`src/core/cpm_consts.svh`:
```
// Purpose: Offsets, fields, reset values and timing counts of the clock
//          and power mode controller.
// Assumes: Included by core/cpm_ctrl.sv only.
// Notes:   Register offsets are word indices on the plain register port.
`ifndef CPM_CONSTS_SVH
`define CPM_CONSTS_SVH

`define CPM_A_CFG      4'h0
`define CPM_A_PRE      4'h1
`define CPM_A_GATE     4'h2
`define CPM_A_OSC      4'h3
`define CPM_A_MODE     4'h4
`define CPM_A_STAT     4'h5
`define CPM_A_IRQ      4'h6
`define CPM_A_MASK     4'h7
`define CPM_A_WAKEEN   4'h8

`define CPM_SRC_MULTI  2'h0
`define CPM_SRC_FINT   2'h1
`define CPM_SRC_XTAL   2'h2
`define CPM_SRC_PLL    2'h3

`define CPM_MS_RST     3'h5
`define CPM_MS_MIN     3'h0
`define CPM_MS_LP_MAX  3'h1
`define CPM_CFG_RST    32'h0000_0000
`define CPM_GATE_RST   32'hffff_ffff
`define CPM_OSC_RST    32'h0000_0051

`define CPM_IRQ_XFAIL  0
`define CPM_IRQ_SW     1
`define CPM_IRQ_WAKE   2

`define CPM_PRE_MAX    3'h7
`define CPM_WAKE_US    8
`define CPM_CLK_MHZ    10
`define CPM_WAKE_CYC   (`CPM_WAKE_US * `CPM_CLK_MHZ)
`define CPM_WAKE_NUM   7'(`CPM_WAKE_CYC)

`endif

```
`src/core/cpm_pkg.sv`:
```
// Purpose: Types of the clock and power mode controller.
// Assumes: Nothing beyond the header of constants.
// Notes:   Power mode states are one-hot.
package cpm_pkg;
  typedef enum logic [5:0] {
    CPM_RUN      = 6'h01,
    CPM_SLEEP    = 6'h02,
    CPM_LP_RUN   = 6'h04,
    CPM_LP_SLEEP = 6'h08,
    CPM_STOP     = 6'h10,
    CPM_WAKING   = 6'h20
  } cpm_mode_t;

  typedef enum logic [1:0] {
    CPM_REQ_NONE  = 2'h0,
    CPM_REQ_SLEEP = 2'h1,
    CPM_REQ_STOP  = 2'h2,
    CPM_REQ_LPRUN = 2'h3
  } cpm_req_t;
endpackage

```
`src/core/cpm_ctrl.sv`:
```
// Purpose: Clock source selection, prescalers, gating and power modes.
// Assumes: Oscillators report ready as pins; clocks are modelled as enables
//          and selects that drive the analog clock tree.
// Notes:   Register port: read data stand one cycle after the read strobe.
`timescale 1ns/1ps
`include "cpm_consts.svh"

module cpm_ctrl (
  input  wire logic        clk,
  input  wire logic        reset,
  input  wire logic [3:0]  addr,
  input  wire logic [31:0] wdata,
  input  wire logic        wr_stb,
  input  wire logic        rd_stb,
  output logic      [31:0] rdata,
  input  wire logic        fast_crystal_osc_rdy,
  input  wire logic        fast_internal_osc_rdy,
  input  wire logic        multispeed_internal_osc_rdy,
  input  wire logic        pll_rdy,
  input  wire logic        crystal_fail,
  input  wire logic [15:0] external_interrupt_lines,
  input  wire logic        supply_voltage_monitor,
  input  wire logic [1:0]  comparator_evt,
  input  wire logic [3:0]  rtc_evt,
  input  wire logic        usb_wakeup,
  input  wire logic        cpu_irq_evt,
  input  wire logic        cpu_sleep_req,
  output logic [1:0]       sys_clk_sel,
  output logic [2:0]       ms_osc_range,
  output logic             fast_crystal_osc_en,
  output logic             fast_internal_osc_en,
  output logic             multispeed_internal_osc_en,
  output logic             slow_crystal_osc_en,
  output logic             slow_internal_osc_en,
  output logic             pll_en,
  output logic             usb_clk_en,
  output logic [1:0]       rtc_clk_sel,
  output logic [2:0]       ahb_div,
  output logic [2:0]       apb_fast_div,
  output logic [2:0]       apb_slow_div,
  output logic             cpu_clk_en,
  output logic [15:0]      periph_clk_en,
  output logic             mem_clk_en,
  output logic [2:0]       clock_output_pin_sel,
  output logic             regulator_lp,
  output logic [5:0]       power_mode,
  output logic             irq
);

  logic [31:0]        cfg_reg;
  logic [31:0]        pre_reg;
  logic [31:0]        gate_reg;
  logic [31:0]        osc_reg;
  logic [31:0]        stat_reg;
  logic [2:0]         irq_reg;
  logic [2:0]         mask_reg;
  logic [15:0]        wakeen_reg;
  logic [1:0]         sel_reg;
  logic               xfail_hold_reg;
  logic               pll_rdy_q;
  logic [1:0]         want_src;
  logic               want_rdy;
  cpm_pkg::cpm_mode_t mode_reg;
  cpm_pkg::cpm_mode_t mode_next;
  logic [6:0]         wake_cnt_reg;
  logic [1:0]         req;
  logic               stop_rtc;
  logic               stop_evt;
  logic               xfail_evt;
  logic               xfail_det_en;
  logic [24:0]        ext_s1_reg;
  logic [24:0]        ext_s2_reg;
  logic [24:0]        ext_s3_reg;
  logic [3:0]         rdy_s1_reg;
  logic [3:0]         rdy_s2_reg;
  logic               fail_s1_reg;
  logic               fail_s2_reg;
  logic               fail_s3_reg;

  // Pin inputs except cpu_sleep_req pass two flip-flops; wake events and crystal fail pass a third for edge detection
  always_ff @(posedge clk or posedge reset) begin
    if (reset) begin
      ext_s1_reg  <= 25'h0;
      ext_s2_reg  <= 25'h0;
      ext_s3_reg  <= 25'h0;
      rdy_s1_reg  <= 4'h0;
      rdy_s2_reg  <= 4'h0;
      fail_s1_reg <= 1'b0;
      fail_s2_reg <= 1'b0;
      fail_s3_reg <= 1'b0;
    end else begin
      ext_s1_reg  <= {usb_wakeup, rtc_evt, comparator_evt,
                      supply_voltage_monitor, cpu_irq_evt,
                      external_interrupt_lines};
      ext_s2_reg  <= ext_s1_reg;
      ext_s3_reg  <= ext_s2_reg;
      rdy_s1_reg  <= {pll_rdy, multispeed_internal_osc_rdy,
                      fast_internal_osc_rdy, fast_crystal_osc_rdy};
      rdy_s2_reg  <= rdy_s1_reg;
      fail_s1_reg <= crystal_fail;
      fail_s2_reg <= fail_s1_reg;
      fail_s3_reg <= fail_s2_reg;
    end
  end

  assign xfail_det_en = cfg_reg[8];
  assign xfail_evt    = xfail_det_en && fail_s2_reg && !fail_s3_reg
                        && (sel_reg == `CPM_SRC_XTAL ||
                            (sel_reg == `CPM_SRC_PLL && cfg_reg[4]));
  assign stop_rtc = cfg_reg[9];
  // Rising edge on a stop wake source, interrupt lines only when set in wakeen_reg; cpu events do not count
  assign stop_evt = |(ext_s2_reg[24:17] & ~ext_s3_reg[24:17])
                    || |(ext_s2_reg[15:0] & ~ext_s3_reg[15:0]
                         & wakeen_reg);

  // Configuration registers
  always_ff @(posedge clk or posedge reset) begin
    if (reset) begin
      cfg_reg    <= `CPM_CFG_RST;
      pre_reg    <= 32'h0;
      gate_reg   <= `CPM_GATE_RST;
      osc_reg    <= `CPM_OSC_RST;
      mask_reg   <= 3'h0;
      wakeen_reg <= 16'hffff;
    end else if (wr_stb) begin
      unique case (addr)
        `CPM_A_CFG:    cfg_reg    <= wdata;
        `CPM_A_PRE:    pre_reg    <= wdata;
        `CPM_A_GATE:   gate_reg   <= wdata;
        `CPM_A_OSC:    osc_reg    <= wdata;
        `CPM_A_MASK:   mask_reg   <= wdata[2:0];
        `CPM_A_WAKEEN: wakeen_reg <= wdata[15:0];
        default: ;
      endcase
    end
  end

  // Sticky events, set wins over write-one clear
  always_ff @(posedge clk or posedge reset) begin
    if (reset) begin
      irq_reg <= 3'h0;
    end else begin
      irq_reg <= (irq_reg & ~((wr_stb && addr == `CPM_A_IRQ) ?
                              wdata[2:0] : 3'h0))
                 | {mode_reg == cpm_pkg::CPM_WAKING && wake_cnt_reg == 7'h0,
                    1'b0, xfail_evt};
    end
  end

  assign irq = |(irq_reg & mask_reg);

  // Source switch: keep old source until new one is stable; crystal failure moves to fast internal at once
  always_comb begin
    want_src = cfg_reg[1:0];
    if (xfail_hold_reg && want_src != `CPM_SRC_MULTI)
      want_src = `CPM_SRC_FINT;
    want_rdy = rdy_s2_reg[want_src == `CPM_SRC_MULTI ? 2 :
                          want_src == `CPM_SRC_FINT ? 1 :
                          want_src == `CPM_SRC_XTAL ? 0 : 3];
  end

  always_ff @(posedge clk or posedge reset) begin
    if (reset) begin
      sel_reg        <= `CPM_SRC_MULTI;
      xfail_hold_reg <= 1'b0;
    end else begin
      if (xfail_evt)
        xfail_hold_reg <= 1'b1;
      else if (wr_stb && addr == `CPM_A_CFG)
        xfail_hold_reg <= 1'b0;
      if (xfail_evt)
        sel_reg <= `CPM_SRC_FINT;
      else if (want_src != sel_reg && want_rdy)
        sel_reg <= want_src;
    end
  end

  assign sys_clk_sel = sel_reg;
  assign ms_osc_range = osc_reg[6:4];

  // Power mode sequencer
  assign req = cfg_reg[11:10];

  always_comb begin
    mode_next = mode_reg;
    unique case (mode_reg)
      cpm_pkg::CPM_RUN, cpm_pkg::CPM_LP_RUN:
        if (cpu_sleep_req) begin
          if (req == cpm_pkg::CPM_REQ_STOP)
            mode_next = cpm_pkg::CPM_STOP;
          else if (mode_reg == cpm_pkg::CPM_LP_RUN)
            mode_next = cpm_pkg::CPM_LP_SLEEP;
          else
            mode_next = cpm_pkg::CPM_SLEEP;
        end else if (req == cpm_pkg::CPM_REQ_LPRUN
                     && ms_osc_range <= `CPM_MS_LP_MAX) begin
          mode_next = cpm_pkg::CPM_LP_RUN;
        end else if (req != cpm_pkg::CPM_REQ_LPRUN) begin
          mode_next = cpm_pkg::CPM_RUN;
        end
      cpm_pkg::CPM_SLEEP:
        if (ext_s2_reg != 25'h0)
          mode_next = cpm_pkg::CPM_RUN;
      cpm_pkg::CPM_LP_SLEEP:
        if (ext_s2_reg != 25'h0)
          mode_next = cpm_pkg::CPM_RUN;
      cpm_pkg::CPM_STOP:
        if (stop_evt)
          mode_next = cpm_pkg::CPM_WAKING;
      cpm_pkg::CPM_WAKING:
        if (wake_cnt_reg == 7'h0)
          mode_next = cpm_pkg::CPM_RUN;
      default:
        mode_next = cpm_pkg::CPM_RUN;
    endcase
  end

  always_ff @(posedge clk or posedge reset) begin
    if (reset)
      mode_reg <= cpm_pkg::CPM_RUN;
    else
      mode_reg <= mode_next;
  end

  // Wakeup completes within the stop wake time
  always_ff @(posedge clk or posedge reset) begin
    if (reset)
      wake_cnt_reg <= 7'h0;
    else if (mode_reg == cpm_pkg::CPM_STOP)
      wake_cnt_reg <= `CPM_WAKE_NUM - 7'h2;
    else if (wake_cnt_reg != 7'h0)
      wake_cnt_reg <= wake_cnt_reg - 7'h1;
  end

  assign power_mode = mode_reg;

  // Oscillator enables, gating and clock tree selects
  always_comb begin
    fast_crystal_osc_en        = osc_reg[1] || sel_reg == `CPM_SRC_XTAL
                                 || cfg_reg[1:0] == `CPM_SRC_XTAL;
    fast_internal_osc_en       = osc_reg[2] || xfail_hold_reg
                                 || sel_reg == `CPM_SRC_FINT
                                 || cfg_reg[1:0] == `CPM_SRC_FINT;
    multispeed_internal_osc_en = osc_reg[0] || sel_reg == `CPM_SRC_MULTI
                                 || cfg_reg[1:0] == `CPM_SRC_MULTI;
    pll_en                     = osc_reg[3] || sel_reg == `CPM_SRC_PLL
                                 || cfg_reg[1:0] == `CPM_SRC_PLL;
    slow_crystal_osc_en        = osc_reg[7];
    slow_internal_osc_en       = osc_reg[8];
    cpu_clk_en                 = gate_reg[16];
    periph_clk_en              = gate_reg[15:0];
    mem_clk_en                 = gate_reg[17];
    unique case (mode_reg)
      cpm_pkg::CPM_SLEEP, cpm_pkg::CPM_LP_SLEEP:
        cpu_clk_en = 1'b0;
      cpm_pkg::CPM_STOP: begin
        cpu_clk_en                 = 1'b0;
        periph_clk_en              = 16'h0;
        mem_clk_en                 = 1'b0;
        fast_crystal_osc_en        = 1'b0;
        fast_internal_osc_en       = 1'b0;
        multispeed_internal_osc_en = 1'b0;
        pll_en                     = 1'b0;
        slow_crystal_osc_en        = stop_rtc && osc_reg[7];
        slow_internal_osc_en       = stop_rtc && osc_reg[8];
      end
      default: ;
    endcase
  end

  assign pll_rdy_q    = rdy_s2_reg[3];
  assign usb_clk_en   = pll_en && pll_rdy_q && cfg_reg[12];
  assign rtc_clk_sel  = cfg_reg[14:13];
  assign clock_output_pin_sel = cfg_reg[18:16];
  assign regulator_lp = mode_reg == cpm_pkg::CPM_LP_RUN
                        || mode_reg == cpm_pkg::CPM_LP_SLEEP
                        || mode_reg == cpm_pkg::CPM_STOP;
  // Prescaler codes are divide by 2**code
  assign ahb_div      = pre_reg[2:0];
  assign apb_fast_div = pre_reg[6:4];
  assign apb_slow_div = pre_reg[10:8];

  always_comb begin
    stat_reg = {19'h0, mode_reg, xfail_hold_reg, rdy_s2_reg, sel_reg};
  end

  // Read data one cycle after the strobe
  always_ff @(posedge clk or posedge reset) begin
    if (reset) begin
      rdata <= 32'h0;
    end else if (rd_stb) begin
      unique case (addr)
        `CPM_A_CFG:    rdata <= cfg_reg;
        `CPM_A_PRE:    rdata <= pre_reg;
        `CPM_A_GATE:   rdata <= gate_reg;
        `CPM_A_OSC:    rdata <= osc_reg;
        `CPM_A_MODE:   rdata <= {26'h0, mode_reg};
        `CPM_A_STAT:   rdata <= stat_reg;
        `CPM_A_IRQ:    rdata <= {29'h0, irq_reg};
        `CPM_A_MASK:   rdata <= {29'h0, mask_reg};
        `CPM_A_WAKEEN: rdata <= {16'h0, wakeen_reg};
        default:       rdata <= 32'h0;
      endcase
    end else begin
      rdata <= 32'h0;
    end
  end

endmodule // cpm_ctrl

```
`config.mk`:
```
export PLATFORM = sky130hd
export DESIGN_NAME = cpm_ctrl
export DESIGN_NICKNAME = d
export VERILOG_FILES = /design/src/core/cpm_pkg.sv /design/src/core/cpm_ctrl.sv
export VERILOG_INCLUDE_DIRS = /design/src /design/src/core
export SDC_FILE = /design/constraint.sdc
export NUM_CORES = 1
export LEC_CHECK = 0
export BUFFER_PORTS_ARGS = -buffer_cell sky130_fd_sc_hd__clkbuf_2
export CAP_MARGIN = 20
export CORE_MARGIN = 2
export CORE_UTILIZATION = 51
export DETAILED_ROUTE_END_ITERATION = 10
export PLACE_DENSITY = 0.74
export SLEW_MARGIN = 20
export SYNTH_ARGS = -nofsm -noshare
export SYNTH_HDL_FRONTEND = slang
export SYNTH_SLANG_ARGS = --single-unit
```
`constraint.sdc`:
```
create_clock -name clk -period 8.7 [get_ports clk]
set_input_delay 1.305 -clock clk [delete_from_list [all_inputs] [get_ports clk]]
set_output_delay 1.305 -clock clk [all_outputs]
set_load 0.1 [all_outputs]
```
==> results.py <==
metrics = {
    "global_route": {
        "overflow": 0,
        "grt_pass1_vias": 7291,
        "grt_pass1_wl_um": 41300,
        "grt_start_max_net_pins": 163,
        "grt_util_all_layers_pct": 23.6,
        "antenna_found_initial": 1,
    },
    "die": {
        "core_sq_um": 21600,
        "fp.dieW_um": 152,
        "rows": 54,
        "dieArea_sq_um": 23000,
        "fp.dieH_um": 152,
        "pin_count": 155,
        "start_util_pct": 51.5,
    },
    "timing": {
        "maxSlewViolCount": 0,
        "setup_viol_count_final": 0,
        "min_period_ps": 4230,
        "worst_pin_slew_ps": 1040,
        "rsz0062_at_grt": "false",
        "holdWs_ps": 343,
        "min_period_over_period_pct": 48.7,
        "finalHoldViolCount": 0,
        "clock.fmax_mhz": 236,
        "clock_skew_ps": 17.0,
        "slew_headroom_pct": 29.9,
        "layout_setup_ws_ps": 4470,
        "fin_tns_setup_ps": 0,
    },
    "place": {
        "place_congestion": 0.826,
        "pre_cts_ws_ps": 4920,
        "place_area_sq_um": 12100,
        "portBuffers": 154,
        "placedCellCount": 1189,
        "dpl.hpwl_um": 16700,
    },
    "worst_setup_path": {
        "path_buf_inv": 2,
        "ff2ff_path_depth": 7,
        "crit_end": "periph_clk_en[12]",
        "cp.depth": 5,
        "critPathSlowestCell": "dfrtp_1",
        "crit_type": "flop to output pin",
        "r2r-end": "power_mode[5]$_DFFE_PP0P_",
        "cp-end-kind": "output pin",
        "reg2reg_slack_ps": 5950,
        "critical_path.max_fanout": 18,
        "worstPathArrival_ps": 2930,
        "cp_top_family": "simple AND/OR/NAND/NOR gates",
        "r2r_start": "power_mode[1]$_DFFE_PP0P_",
        "start_kind": "flop",
        "cp-startpoint": "power_mode[1]$_DFFE_PP0P_",
        "max_stage_delay_ps": 550,
        "cp_cell_sequence": "nor4_4 -> nand3b_1 -> buf_4 -> and2_1 -> clkbuf_2",
        "required_ps": 7390,
    },
    "finish": {
        "seqCellArea_sq_um": 7150,
        "antenna_cells": 0,
        "final_area_sq_um": 13200,
        "layout-drive-gt1-share_pct": 28.9,
        "synthToLayoutAreaGrowth_pct": 18.3,
        "final_util_pct": 60.9,
        "final_nets": 1012,
        "final_cell_mix": "231 x dfrtp_1, 154 x clkbuf_2, 147 x mux2_1",
        "layout_commonest_cell": "dfrtp_1",
        "multiInputGateArea_sq_um": 3640,
        "nFillCells": 1715,
        "fin_cells": 1241,
    },
    "clock_tree": {
        "ctsHoldBuffers": 0,
        "post_cts_resized": 0,
        "htreeDepth": 1,
        "cts_tree": "built",
        "cts.sink_count": 283,
        "clock_latency_ps": 550,
        "cts_root_buf": "clkbuf_16",
        "clk_pin_slew_ps": 60,
        "clockBufferDepth": 3,
        "cts_made_buffers": 28,
        "cts_setup_buffers": 0,
    },
    "yosys": {
        "synthArstFlopShare_pct": 100,
        "ys_seq_area_share_pct": 64.2,
        "syn_nets": 878,
        "synth-seq-cells": 283,
        "syn-cell-area_sq_um": 11100,
        "synthCells": 805,
        "ys.warnings.count": 0,
        "synth-edff-count": 0,
        "synthFlopType": "dfrtp_1",
        "avgSynthCellArea_sq_um": 13.8,
        "synthDistinctLibCells": 47,
    },
    "power_and_ir_drop": {
        "ir_drop_mv": 0.203,
        "p_total_mw": 4.18,
        "powerDensity_nw_per_um2": 317,
        "p_leak_nw": 5.94,
    },
    "drt": {
        "drc": 0,
        "ant_nets": 0,
        "via_per_inst": 5.82,
        "first_pass_iters": 5,
        "route.detailed.wl_per_inst_um": 21.4,
        "vias": 7221,
        "drt-initial-drc-count": 506,
        "routed_wl_um": 26600,
    },
    "worst_hold_path": {
        "min_path_type": "flop to flop",
    },
    "job": {
        "maxCapViolCount": 0,
    },
    "run_status": {
        "status": "completed",
    },
}
layer usage:
layer	GRT usage, %	vias up	share of wire, %
met3	3.98	47	6.8
li1	-	3180	-
met2	38.5	262	49
met5	0	-	0.10
met4	6.06	2	2.1
met1	33.2	3730	42
kinds of logic after synthesis:
family	share of synthesized area, %
buffers and inverters	3.39
AOI/OAI and AO/OA	9.36
xor gates and xnor gates	0.472
and+or+nand+nor	7.38
muxes	15.0
DFF	64.2
adders and majority gates	0.225
worst min path at each step:
stage                                        start                        to  slack, ps  depth (start not counted)
after detailed placement  ext_s1_reg[10]$_DFF_PP0_  ext_s2_reg[10]$_DFF_PP0_        330                          0
after floorplan            ext_s1_reg[0]$_DFF_PP0_   ext_s2_reg[0]$_DFF_PP0_        330                          0
after global routing      ext_s1_reg[20]$_DFF_PP0_  ext_s2_reg[20]$_DFF_PP0_        350                          0
final                     ext_s1_reg[17]$_DFF_PP0_  ext_s2_reg[17]$_DFF_PP0_        340                          0
after CTS                 ext_s1_reg[17]$_DFF_PP0_  ext_s2_reg[17]$_DFF_PP0_        340                          0
after global placement    ext_s1_reg[19]$_DFF_PP0_  ext_s2_reg[19]$_DFF_PP0_        330                          0
Yosys cell counts (3+ instances only):
| cell type | instances | area share, % |
|---|---|---|
| and2_1 | 19 | 1.1 |
| nor4_1 | 11 | 0.62 |
| a222oi_1 | 4 | 0.36 |
| buf_4 | 17 | 1.1 |
| o21ai_1 | 3 | 0.13 |
| nor3_2 | 3 | 0.27 |
| a31oi_1 | 16 | 0.90 |
| o21ai_0 | 4 | 0.18 |
| nor3_1 | 7 | 0.31 |
| a21oi_1 | 24 | 1.1 |
| and3_1 | 3 | 0.17 |
| nor2b_1 | 3 | 0.17 |
| nor2_1 | 26 | 0.88 |
| o22ai_1 | 5 | 0.28 |
| xor2_1 | 3 | 0.24 |
| nand3b_1 | 18 | 1.2 |
| dfstp_2 | 52 | 12 |
| a221oi_1 | 8 | 0.63 |
| dfrtp_1 | 231 | 52 |
| xnor2_1 | 3 | 0.24 |
| a21o_1 | 5 | 0.34 |
| nand4_1 | 4 | 0.22 |
| a22o_1 | 7 | 0.55 |
| mux2_1 | 147 | 15 |
| nand2_1 | 27 | 0.91 |
| nand2b_1 | 7 | 0.39 |
| inv_1 | 15 | 0.51 |
| a22oi_1 | 65 | 4.4 |
| buf_2 | 20 | 0.90 |
| clkbuf_1 | 21 | 0.71 |
| nand3_1 | 6 | 0.27 |
final cells by class:
cell class / count / area share (%)
multi-input cells: 447 / 27.6
clock buffers: 37 / 6.03
clock inverters: 15 / 2.40
flip-flops and latches: 283 / 54.3
repair buffers: 164 / 6.55
inverters: 15 / 0.456
well taps: 280 / 2.66
power by group:
part	total (mW)	switching, mW	internal (mW)
combinational	0.989	0.753	0.237
clock	1.42	0.508	0.909
sequential	1.77	0.193	1.58
worst register-to-register path: stages, from the launching register on:
cell and delay, ps:
dfrtp_1 550, nor4_4 360, nand3b_1 480, buf_4 410, nor4_1 360, nand3_1 170, nand2_1 180, o22ai_1 110
(Power assumes the default switching activity.)
